--- src/rtl/alm_pkg.sv ---
// Constants, register map and types for the analog limit monitor
package alm_pkg;
    // Timebase
    localparam int CLK_PERIOD_NS = 10;
    localparam int TICK_NS = 1000000;
    localparam int TICK_CYCLES_DEF = TICK_NS / CLK_PERIOD_NS;
    localparam logic [31:0] MS_PER_S = 32'h0000_03e8;
    localparam logic [31:0] MS_PER_MIN = 32'h0000_ea60;
    localparam logic [31:0] PULSE_MAX_MS = 32'h0000_7530;
    localparam logic [31:0] DEB_MS_1 = 32'h0000_0001;
    localparam logic [31:0] DEB_MS_100 = 32'h0000_0064;
    localparam logic [31:0] DEB_MS_350 = 32'h0000_015e;
    localparam logic [47:0] PCT_DIV = 48'h0000_0000_0064;

    // Register byte offsets
    localparam logic [7:0] OFS_CTRL = 8'h00;
    localparam logic [7:0] OFS_MUTE_LIM = 8'h04;
    localparam logic [7:0] OFS_BYP_LIM = 8'h08;
    localparam logic [7:0] OFS_TOL_ABS = 8'h0c;
    localparam logic [7:0] OFS_TOL_REL = 8'h10;
    localparam logic [7:0] OFS_TOL_TIME = 8'h14;
    localparam logic [7:0] OFS_LIM_BASE = 8'h20;
    localparam logic [7:0] OFS_STATUS = 8'h40;
    localparam logic [7:0] OFS_CONS = 8'h44;

    // Control register fields
    localparam int CTRL_RST_MAN = 1;
    localparam int CTRL_MUTE_EN = 2;
    localparam int CTRL_BYP_EN = 3;
    localparam int CTRL_TLIM_EN = 4;
    localparam int CTRL_WARN_ACT = 5;
    localparam int CTRL_NLIM_LSB = 6;
    localparam int CTRL_DUAL = 8;
    localparam int CTRL_CONS_LSB = 9;
    localparam int CTRL_TOL_LSB = 12;
    localparam int CTRL_DEB_LSB = 16;
    localparam int CTRL_MRESP_LSB = 20;
    localparam int CTRL_BRESP_LSB = 24;
    localparam int CTRL_BELOW_LSB = 28;

    // Reset values
    localparam logic [31:0] CTRL_RESET = 32'h0ff1_4030;
    localparam logic [15:0] MUTE_LIM_RESET = 16'h1c20;
    localparam logic [15:0] BYP_LIM_RESET = 16'h0258;

    // Consolidation choices
    localparam logic [2:0] CONS_CH1 = 3'h0;
    localparam logic [2:0] CONS_CH2 = 3'h1;
    localparam logic [2:0] CONS_MAX = 3'h2;
    localparam logic [2:0] CONS_MIN = 3'h3;
    localparam logic [2:0] CONS_AVG = 3'h4;

    // Tolerance types
    localparam logic [2:0] TOL_ABS = 3'h0;
    localparam logic [2:0] TOL_REL = 3'h1;
    localparam logic [2:0] TOL_OR = 3'h2;
    localparam logic [2:0] TOL_AND = 3'h3;
    localparam logic [2:0] TOL_NONE = 3'h4;

    typedef enum logic [1:0] {
        GATE_IDLE = 2'b01,
        GATE_ON = 2'b10
    } gate_state_t;
endpackage : alm_pkg

--- src/rtl/analog_limit_monitor.sv ---
// Analog limit monitor: consolidation, limits, mute, bypass and error handling
//
// Local design decisions: the register offsets and the address-and-strobe port.
`timescale 1ns/1ps
module analog_limit_monitor
    import alm_pkg::*;
#(
    parameter int TICK_CYCLES = TICK_CYCLES_DEF
)
(
    // Clock and reset
    input wire logic clk_i,
    input wire logic rst_n_i,
    // Register port
    input wire logic [7:0] addr_i,
    input wire logic [31:0] wdata_i,
    input wire logic wr_i,
    input wire logic rd_i,
    output logic [31:0] rdata_o,
    // Sensor values and diagnostics
    input wire logic signed [31:0] ain1_i,
    input wire logic signed [31:0] ain2_i,
    input wire logic short_i,
    input wire logic open_i,
    input wire logic warn_i,
    input wire logic run_i,
    // Control pins
    input wire logic mute_i,
    input wire logic bypass_i,
    input wire logic err_reset_i,
    // Outputs
    output logic [3:0] release_o,
    output logic cond_o,
    output logic mute_act_o,
    output logic byp_act_o,
    output logic reset_req_o,
    output logic error_o,
    output logic warning_o
);
    logic [31:0] ctrl;
    logic [15:0] mute_lim;
    logic [15:0] byp_lim;
    logic [31:0] tol_abs;
    logic [15:0] tol_rel;
    logic [15:0] tol_time;
    logic signed [31:0] lim_on [4];
    logic signed [31:0] lim_off [4];

    logic [31:0] tick_cnt;
    logic tick;
    logic [2:0] mute_sync;
    logic [2:0] byp_sync;
    logic [2:0] rst_sync;
    logic mute_prev;
    logic byp_prev;
    logic rst_prev;
    logic mute_rise;
    logic byp_rise;
    logic rst_fall;

    gate_state_t mute_st;
    gate_state_t byp_st;
    logic [31:0] mute_cnt;
    logic [31:0] byp_cnt;
    logic [3:0] held;

    logic signed [31:0] cons;
    logic [32:0] delta;
    logic [31:0] cons_mag;
    logic [31:0] tol_rel_val;
    logic [32:0] tol_eff;
    logic exceed;
    logic [15:0] tol_cnt;
    logic tol_err;
    logic run_prev;
    logic start_win;
    logic [15:0] start_cnt;

    logic rst_armed;
    logic [31:0] hi_cnt;
    logic [31:0] deb_min;
    logic reset_ok;
    logic cause;
    logic err_lat;

    logic [3:0] lim_en;
    logic [3:0] cmp;
    logic [3:0] next_release;

    // Configuration views
    logic reset_man;
    logic tlim_en;
    logic [2:0] cons_sel;
    logic [2:0] tol_type;
    logic [3:0] mute_resp;
    logic [3:0] byp_resp;

    assign reset_man = ctrl[CTRL_RST_MAN];
    assign tlim_en = ctrl[CTRL_TLIM_EN];
    assign cons_sel = ctrl[CTRL_CONS_LSB +: 3];
    assign tol_type = ctrl[CTRL_TOL_LSB +: 3];
    assign mute_resp = ctrl[CTRL_MRESP_LSB +: 4];
    assign byp_resp = ctrl[CTRL_BRESP_LSB +: 4];

    // Register writes
    always_ff @(posedge clk_i)
    begin
        if (!rst_n_i)
        begin
            ctrl <= CTRL_RESET;
            mute_lim <= MUTE_LIM_RESET;
            byp_lim <= BYP_LIM_RESET;
            tol_abs <= 32'h0000_0000;
            tol_rel <= 16'h0000;
            tol_time <= 16'h0000;
            for (int i = 0; i < 4; i++)
            begin
                lim_on[i] <= 32'sh0000_0000;
                lim_off[i] <= 32'sh0000_0000;
            end
        end
        else if (wr_i)
        begin
            unique case (addr_i)
                OFS_CTRL: ctrl <= wdata_i;
                OFS_MUTE_LIM: mute_lim <= wdata_i[15:0];
                OFS_BYP_LIM: byp_lim <= wdata_i[15:0];
                OFS_TOL_ABS: tol_abs <= wdata_i;
                OFS_TOL_REL: tol_rel <= wdata_i[15:0];
                OFS_TOL_TIME: tol_time <= wdata_i[15:0];
                default:
                begin
                    for (int i = 0; i < 4; i++)
                    begin
                        if (addr_i == OFS_LIM_BASE + 8'(8 * i))
                            lim_on[i] <= wdata_i;
                        if (addr_i == OFS_LIM_BASE + 8'(8 * i + 4))
                            lim_off[i] <= wdata_i;
                    end
                end
            endcase
        end
    end

    // Register reads, data valid only in the cycle after the strobe
    always_ff @(posedge clk_i)
    begin
        if (!rst_n_i || !rd_i)
            rdata_o <= 32'h0000_0000;
        else
        begin
            rdata_o <= 32'h0000_0000;
            unique case (addr_i)
                OFS_CTRL: rdata_o <= ctrl;
                OFS_MUTE_LIM: rdata_o <= {16'h0000, mute_lim};
                OFS_BYP_LIM: rdata_o <= {16'h0000, byp_lim};
                OFS_TOL_ABS: rdata_o <= tol_abs;
                OFS_TOL_REL: rdata_o <= {16'h0000, tol_rel};
                OFS_TOL_TIME: rdata_o <= {16'h0000, tol_time};
                OFS_STATUS: rdata_o <= {16'h0000, err_lat, start_win, warning_o,
                    error_o, reset_req_o, byp_act_o, mute_act_o, cond_o,
                    cmp, release_o};
                OFS_CONS: rdata_o <= cons;
                default:
                begin
                    for (int i = 0; i < 4; i++)
                    begin
                        if (addr_i == OFS_LIM_BASE + 8'(8 * i))
                            rdata_o <= lim_on[i];
                        if (addr_i == OFS_LIM_BASE + 8'(8 * i + 4))
                            rdata_o <= lim_off[i];
                    end
                end
            endcase
        end
    end

    // Millisecond timebase
    always_ff @(posedge clk_i)
    begin
        if (!rst_n_i || tick)
            tick_cnt <= 32'h0000_0000;
        else
            tick_cnt <= tick_cnt + 32'h0000_0001;
    end
    assign tick = (tick_cnt == 32'(TICK_CYCLES - 1));

    // Pin synchronisers and edge detection
    always_ff @(posedge clk_i)
    begin
        if (!rst_n_i)
        begin
            mute_sync <= 3'h7;
            byp_sync <= 3'h7;
            rst_sync <= 3'h7;
        end
        else
        begin
            mute_sync <= {mute_sync[1:0], mute_i};
            byp_sync <= {byp_sync[1:0], bypass_i};
            rst_sync <= {rst_sync[1:0], err_reset_i};
        end
    end
    assign mute_prev = mute_sync[2];
    assign byp_prev = byp_sync[2];
    assign rst_prev = rst_sync[2];
    assign mute_rise = mute_sync[1] && !mute_prev;
    assign byp_rise = byp_sync[1] && !byp_prev;
    assign rst_fall = !rst_sync[1] && rst_prev;

    // Muting
    always_ff @(posedge clk_i)
    begin
        if (!rst_n_i)
        begin
            mute_st <= GATE_IDLE;
            mute_cnt <= 32'h0000_0000;
            held <= 4'h0;
        end
        else
        begin
            unique case (mute_st)
                GATE_IDLE:
                begin
                    if (mute_rise && ctrl[CTRL_MUTE_EN])
                    begin
                        mute_st <= GATE_ON;
                        mute_cnt <= 32'h0000_0000;
                        held <= release_o & mute_resp & lim_en;
                    end
                end
                GATE_ON:
                begin
                    if (!mute_sync[1] || (tlim_en && mute_cnt >= mute_lim * MS_PER_S))
                    begin
                        mute_st <= GATE_IDLE;
                        held <= 4'h0;
                    end
                    else if (tick)
                        mute_cnt <= mute_cnt + 32'h0000_0001;
                end
                default:
                    mute_st <= GATE_IDLE;
            endcase
        end
    end

    // Bypass
    always_ff @(posedge clk_i)
    begin
        if (!rst_n_i)
        begin
            byp_st <= GATE_IDLE;
            byp_cnt <= 32'h0000_0000;
        end
        else
        begin
            unique case (byp_st)
                GATE_IDLE:
                begin
                    if (byp_rise && ctrl[CTRL_BYP_EN])
                    begin
                        byp_st <= GATE_ON;
                        byp_cnt <= 32'h0000_0000;
                    end
                end
                GATE_ON:
                begin
                    if (!byp_sync[1] || (tlim_en && byp_cnt >= byp_lim * MS_PER_MIN))
                        byp_st <= GATE_IDLE;
                    else if (tick)
                        byp_cnt <= byp_cnt + 32'h0000_0001;
                end
                default:
                    byp_st <= GATE_IDLE;
            endcase
        end
    end

    // Consolidation and channel deviation
    always_comb
    begin
        logic [32:0] sum;
        logic [32:0] diff;
        logic [47:0] prod;
        sum = {ain1_i[31], ain1_i} + {ain2_i[31], ain2_i};
        diff = {ain1_i[31], ain1_i} - {ain2_i[31], ain2_i};
        prod = 48'h0000_0000_0000;
        cons = ain1_i;
        if (ctrl[CTRL_DUAL])
        begin
            unique case (cons_sel)
                CONS_CH2: cons = ain2_i;
                CONS_MAX: cons = (ain1_i >= ain2_i) ? ain1_i : ain2_i;
                CONS_MIN: cons = (ain1_i <= ain2_i) ? ain1_i : ain2_i;
                CONS_AVG: cons = sum[32:1];
                default: cons = ain1_i;
            endcase
        end
        delta = diff[32] ? (33'h0 - diff) : diff;
        cons_mag = cons[31] ? (32'h0 - cons) : cons;
        prod = {16'h0000, cons_mag} * {32'h0000_0000, tol_rel};
        tol_rel_val = 32'(prod / PCT_DIV);
        unique case (tol_type)
            TOL_ABS: tol_eff = {1'b0, tol_abs};
            TOL_REL: tol_eff = {1'b0, tol_rel_val};
            TOL_OR: tol_eff = {1'b0, (tol_abs < tol_rel_val) ? tol_abs : tol_rel_val};
            TOL_AND: tol_eff = {1'b0, (tol_abs > tol_rel_val) ? tol_abs : tol_rel_val};
            default: tol_eff = {1'b0, tol_abs};
        endcase
        exceed = ctrl[CTRL_DUAL] && (tol_type < TOL_NONE) && (delta > tol_eff);
    end

    // Tolerance time
    always_ff @(posedge clk_i)
    begin
        if (!rst_n_i || !exceed)
            tol_cnt <= 16'h0000;
        else if (tick && tol_cnt < tol_time)
            tol_cnt <= tol_cnt + 16'h0001;
    end
    assign tol_err = exceed && (tol_cnt >= tol_time);

    // Start-up window after STOP to START
    always_ff @(posedge clk_i)
    begin
        if (!rst_n_i)
        begin
            run_prev <= 1'b0;
            start_win <= 1'b0;
            start_cnt <= 16'h0000;
        end
        else
        begin
            run_prev <= run_i;
            if (run_i && !run_prev && tol_time != 16'h0000 && ctrl[CTRL_DUAL])
            begin
                start_win <= 1'b1;
                start_cnt <= 16'h0000;
            end
            else if (start_win && (start_cnt >= tol_time || !run_i))
                start_win <= 1'b0;
            else if (start_win && tick)
                start_cnt <= start_cnt + 16'h0001;
        end
    end

    // Error reset pulse qualification
    always_comb
    begin
        unique case (ctrl[CTRL_DEB_LSB +: 2])
            2'h0: deb_min = DEB_MS_1;
            2'h2: deb_min = DEB_MS_350;
            default: deb_min = DEB_MS_100;
        endcase
    end

    always_ff @(posedge clk_i)
    begin
        if (!rst_n_i)
        begin
            rst_armed <= 1'b0;
            hi_cnt <= 32'h0000_0000;
            reset_ok <= 1'b0;
        end
        else
        begin
            reset_ok <= rst_fall && rst_armed && hi_cnt >= deb_min
                && hi_cnt <= PULSE_MAX_MS;
            if (!rst_sync[1])
            begin
                rst_armed <= 1'b1;
                hi_cnt <= 32'h0000_0000;
            end
            else if (tick && hi_cnt <= PULSE_MAX_MS)
                hi_cnt <= hi_cnt + 32'h0000_0001;
        end
    end

    // Error state
    assign cause = short_i || open_i || (warn_i && ctrl[CTRL_WARN_ACT]) || tol_err;
    always_ff @(posedge clk_i)
    begin
        if (!rst_n_i)
            err_lat <= 1'b0;
        else if (cause)
            err_lat <= 1'b1;
        else if (!reset_man || reset_ok)
            err_lat <= 1'b0;
    end

    // Limit comparators
    generate
        for (genvar g = 0; g < 4; g++)
        begin : g_lim
            assign lim_en[g] = (2'(g) <= ctrl[CTRL_NLIM_LSB +: 2]);
            lim_hyst u_hyst (
                .clk_i(clk_i),
                .rst_n_i(rst_n_i),
                .value_i(cons),
                .on_thr_i(lim_on[g]),
                .off_thr_i(lim_off[g]),
                .below_i(ctrl[CTRL_BELOW_LSB + g]),
                .enable_i(lim_en[g]),
                .active_o(cmp[g])
            );
        end
    endgenerate

    // Release combination
    always_comb
    begin
        for (int i = 0; i < 4; i++)
        begin
            next_release[i] = (byp_st == GATE_ON && byp_resp[i] && lim_en[i])
                || (!err_lat && !cause
                && (cmp[i] || held[i] || (start_win && lim_en[i])));
        end
    end

    always_ff @(posedge clk_i)
    begin
        if (!rst_n_i)
        begin
            release_o <= 4'h0;
            cond_o <= 1'b0;
            mute_act_o <= 1'b0;
            byp_act_o <= 1'b0;
            reset_req_o <= 1'b0;
            error_o <= 1'b0;
            warning_o <= 1'b0;
        end
        else
        begin
            release_o <= next_release;
            cond_o <= |cmp;
            mute_act_o <= (mute_st == GATE_ON);
            byp_act_o <= (byp_st == GATE_ON);
            reset_req_o <= err_lat && !cause && reset_man;
            error_o <= short_i || open_i || tol_err;
            warning_o <= warn_i;
        end
    end
endmodule : analog_limit_monitor

--- src/rtl/lim_hyst.sv ---
// One limit value comparator with switch-on and switch-off thresholds
`timescale 1ns/1ps
module lim_hyst
    import alm_pkg::*;
(
    // Clock and reset
    input wire logic clk_i,
    input wire logic rst_n_i,
    // Comparison
    input wire logic signed [31:0] value_i,
    input wire logic signed [31:0] on_thr_i,
    input wire logic signed [31:0] off_thr_i,
    input wire logic below_i,
    input wire logic enable_i,
    output logic active_o
);
    logic hit_on;
    logic hit_off;

    always_comb
    begin
        hit_on = below_i ? (value_i <= on_thr_i) : (value_i >= on_thr_i);
        hit_off = below_i ? (value_i >= off_thr_i) : (value_i <= off_thr_i);
    end

    always_ff @(posedge clk_i)
    begin
        if (!rst_n_i || !enable_i)
            active_o <= 1'b0;
        else if (!active_o && hit_on)
            active_o <= 1'b1;
        else if (active_o && hit_off)
            active_o <= 1'b0;
    end
endmodule : lim_hyst

--- config.mk ---
export PLATFORM = sky130hd
export DESIGN_NAME = analog_limit_monitor
export DESIGN_NICKNAME = d
export VERILOG_FILES = /design/src/rtl/alm_pkg.sv /design/src/rtl/analog_limit_monitor.sv /design/src/rtl/lim_hyst.sv
export SDC_FILE = /design/constraint.sdc
export NUM_CORES = 2
export LEC_CHECK = 0
export BUFFER_PORTS_ARGS = -buffer_cell sky130_fd_sc_hd__clkbuf_2
export CAP_MARGIN = 30
export CORE_AREA = 2 2 429 431
export DETAILED_ROUTE_END_ITERATION = 8
export DIE_AREA = 0 0 431 433
export HOLD_SLACK_MARGIN = 0.05
export SKIP_CTS_REPAIR_TIMING = 1
export SLEW_MARGIN = 20
export SYNTH_ARGS = -nofsm -noshare
export SYNTH_HDL_FRONTEND = slang
export SYNTH_SLANG_ARGS = --single-unit
--- constraint.sdc ---
create_clock -name clk_i -period 44.3 [get_ports clk_i]
set_input_delay 2.215 -clock clk_i [delete_from_list [all_inputs] [get_ports clk_i]]
set_output_delay 2.215 -clock clk_i [all_outputs]
set_load 0.005 [all_outputs]
==> results.md <==
- Clock Path Buffers: 3
- Tightest Hold Check Type: reg -> reg
- CP dominant cell by count: a21o_1
- Worst path arrival time: 46.37 ns
- Crit path time final: about 46 ns
- Pre-Repair DR Iteration Count: 6
- WS Path Type: in -> reg
- Clk_skew: 0.02367 ns
- Fillers: about 17,000
- Global-route wire length before repair: 403,400 um
- Ys async rst share: 0%
- Synth top area cells: fa_1 15%, ha_1 13%, edfxtp_1 11%
- Cell type with the largest total area after synthesis: fa_1
- Worst slew margin: 28.61%
- Register area share after synthesis: 20.49%
- IO Count: 157
- I/O Buffers: 156
- Predominant post-synthesis flop cell: dfxtp_1
- Syn Inst Count: 8,557
- Cts bufs inserted: 55
- GRT overflow: 0
- Setup ws final: -1.486 ns
- Tot GR Track Use: 27.85%
- Worst stage delay on the critical path: 0.58 ns
- Hold Crit Depth: 1
- Detail Route Antenna Nets: 0
- Failing checks: setup timing
- Post-Route WL: 271,200 um
- Die Width: 431 um
- Synth warnings: 0
- Slew @ Worst Pin: 1.063 ns
- Initial antenna violation count: 18
- Floorplan row count: between 150 and 200
- Distinct cells, synth: between 100 and 150
- Hold Crit Endpoint: byp_sync[1]
- DR vias: 68,424
- Die height: 433 um
- Post-synth EDFFs: 256
- Final period util: 103.4%
- Syn Area/Cell: 8.449 um2
- Worst path slowest cell: or4_4
- Max Slew Vio Count: 0
- Nets: approximately 11,000
- Status: complete, but fails checks
- R2R Setup Slk: about 3.2 ns
- Clock sink count: 612
- Post-Synthesis Net Count: approximately 10,000
- CP Launch Type: input port
- GPL Wtd Cong: 0.9977
- Worst r2r dst: release_o[3]
- R2r worst-path depth: 189
- Largest net degree at the start of global routing: 83
- Crit-path max FO: 8
- Die ar.: ~190,000 um2
- RSZ-0062 raised after global routing: true
- Initial core utilization: between 30% and 40%
- HPWL after DPL: 212,500 um
- Vias per cell: 5.614
- H-tree depth: 2
- Worst path required time: 44.88 ns
- Layout cells sized above 1: 23.54%
- Setup-failing EPs final: 23
- Worst R2R Start: ctrl[10]
- Final TNS setup: -28.44 ns
- Clock latency on the worst-skew pair: 0.65 ns
- Avg WL per Cell: 22.25 um
- DRT iter0 DRCs: 5,720
- Synth Register Bits: between 600 and 700
- Critical hold path startpoint: byp_sync[0]
- Multi-input logic area: 56,420 um2
- CTS Root Cell: clkbuf_16
- Kind of end point of the critical path: flop
- Area grow syn2layout: 25.98%
- Maxcap violations: 0
- Vias in the first global route: 67,645
- Register area: 14,810 um2
- TritonCTS clock tree: built
- Clk slew on worst S/H paths: 0.07 ns
- Synth top area share: 14.81%
- Netlist Area Pre-Place: 72,300 um2
- Core Footprint: 182,100 um2
- DRC viols: 0
- Fmax: 21.84 MHz
- Final hold vios: 0
cells by family (layout without fill, tap and decap cells):
group	Yosys count	in the layout	synth area share, %
AOI/OAI and AO/OA	1885	1886	17.87
xor gates and xnor gates	418	419	5.197
adders and majority gates	1279	1279	27.66
buffers and inverters	1268	2506	6.773
DFF	612	612	20.49
muxes	73	73	1.109
other	0	7	0
and+or+nand+nor	3022	3022	20.91
layout make-up:
| class | count | area share (%) |
|---|---|---|
| multi-input combinational | 6679 | 61.94 |
| timing repair buffer | 1509 | 12.80 |
| clock inverter | 37 | 0.3668 |
| antenna | 7 | 0.01923 |
| sequential | 612 | 16.26 |
| clock buffer | 67 | 1.650 |
| inverter | 893 | 3.688 |
| tap | 2385 | 3.276 |
state kept, by name, summed over array words and instances (netlist names), 16 cells and up:
name and flops:
mute_cnt 32, ctrl 32, lim_off 128, lim_on 128, byp_cnt 32, byp_lim 16, tol_cnt 16, tick_cnt 32
rdata_o 32, tol_rel 16, tol_abs 32, tol_time 16, hi_cnt 32, start_cnt 16, mute_lim 16
worst max-delay path by stage:
| stage | from | endpoint | slack [ns] | depth (start not counted) |
|---|---|---|---|---|
| after CTS | ain2_i[1] | release_o[0] | -3.13 | 210 |
| after global routing | ain2_i[1] | release_o[3] | -3.38 | 224 |
| after detailed placement | ain2_i[1] | release_o[0] | -3.60 | 210 |
| after floorplan | ain2_i[2] | release_o[3] | 0.002 | 210 |
| after global placement | ain2_i[1] | release_o[2] | -2.90 | 210 |
| final | ain2_i[1] | release_o[3] | -1.49 | 219 |
cell usage after synthesis, types with 16 or more instances:
cell	n
and3_1	87
o31ai_1	30
edfxtp_1	256
nor4_1	39
mux2i_1	47
fa_1	535
ha_1	733
o31a_1	22
xnor2_1	240
a22oi_1	144
a31oi_1	76
xor2_1	169
nand2b_1	143
o21a_1	47
or2_2	24
nor2b_1	132
a21o_1	112
o22ai_1	34
a211o_1	21
nand4_1	148
o21ai_1	62
o21ai_0	344
mux2_2	19
nor2_1	514
o21bai_1	35
dfxtp_1	356
inv_1	888
nor3_1	93
a21oi_2	16
a211oi_1	50
buf_2	48
o211ai_1	43
nand2_1	979
and2_1	507
clkbuf_1	295
a221oi_1	48
a21boi_0	121
a21oi_1	413
nand3_1	181
or3_1	62
cell usage in the layout, fill, tap and decap left out, types with 30 or more instances in the layout:
master | netlist | final
buf_4 | 14 | 1246
nand2_1 | 979 | 947
inv_1 | 888 | 873
ha_1 | 733 | 709
fa_1 | 535 | 531
and2_1 | 507 | 499
nor2_1 | 514 | 463
a21oi_1 | 413 | 358
dfxtp_1 | 356 | 356
o21ai_0 | 344 | 277
edfxtp_1 | 256 | 256
xnor2_1 | 240 | 217
nand3_1 | 181 | 169
xor2_1 | 169 | 162
clkbuf_2 | 2 | 153
nand4_1 | 148 | 148
nand2b_1 | 143 | 141
a22oi_1 | 144 | 137
nor2b_1 | 132 | 130
a21boi_0 | 121 | 118
a21o_1 | 112 | 109
and3_1 | 87 | 84
o21ai_1 | 62 | 76
buf_6 | 3 | 70
a31oi_1 | 76 | 66
nor3_1 | 93 | 61
clkbuf_16 | 0 | 58
a21oi_2 | 16 | 53
or3_1 | 62 | 46
o21a_1 | 47 | 43
o211ai_1 | 43 | 43
o21ai_2 | 8 | 41
a221oi_1 | 48 | 38
nor2_2 | 2 | 35
o21bai_1 | 35 | 32
mux2i_1 | 47 | 32
nor4_1 | 39 | 31
buf_12 | 0 | 30
per-layer routing:
layer  routed length, um  GRT usage (%)  up-vias
met4               16700          15.05        8
met1              109700          35.44    33472
met3               18440          3.603      629
met5                  48              0        -
li1                    -              -    31876
met2              126300          45.89     2439
per-stage QoR:
step / hold WS [ns] / utilization (%) / setup WS [ns] / area, um2 / cells
6_report: 0.4067 / 50.02 / -1.486 / 91080 / 12189
5_1_grt: 0.4331 / 50.02 / -3.385 / 91080 / 12188
4_1_cts: 0.4154 / 47.34 / -3.128 / 86210 / 12012
3_5_place_dp: 0.4025 / 46.33 / -3.597 / 84370 / 11908
3_3_place_gp: 0.4014 / 46.32 / -2.903 / 84350 / 11906
2_1_floorplan: 0.3863 / - / 0.001503 / 72740 / 8557
worst max-delay path, delay by kind of cell:
family          cells  cell delay (ns)
compound gates    110            21.13
simple gates       58            11.66
fa+ha+maj          12             4.79
buf+inv            27             3.78
xor+xnor            8             1.51
mux                 4             1.21
Power is not shown: default switching activity piles up to over one toggle a cycle in this logic, so the estimate is an artifact.
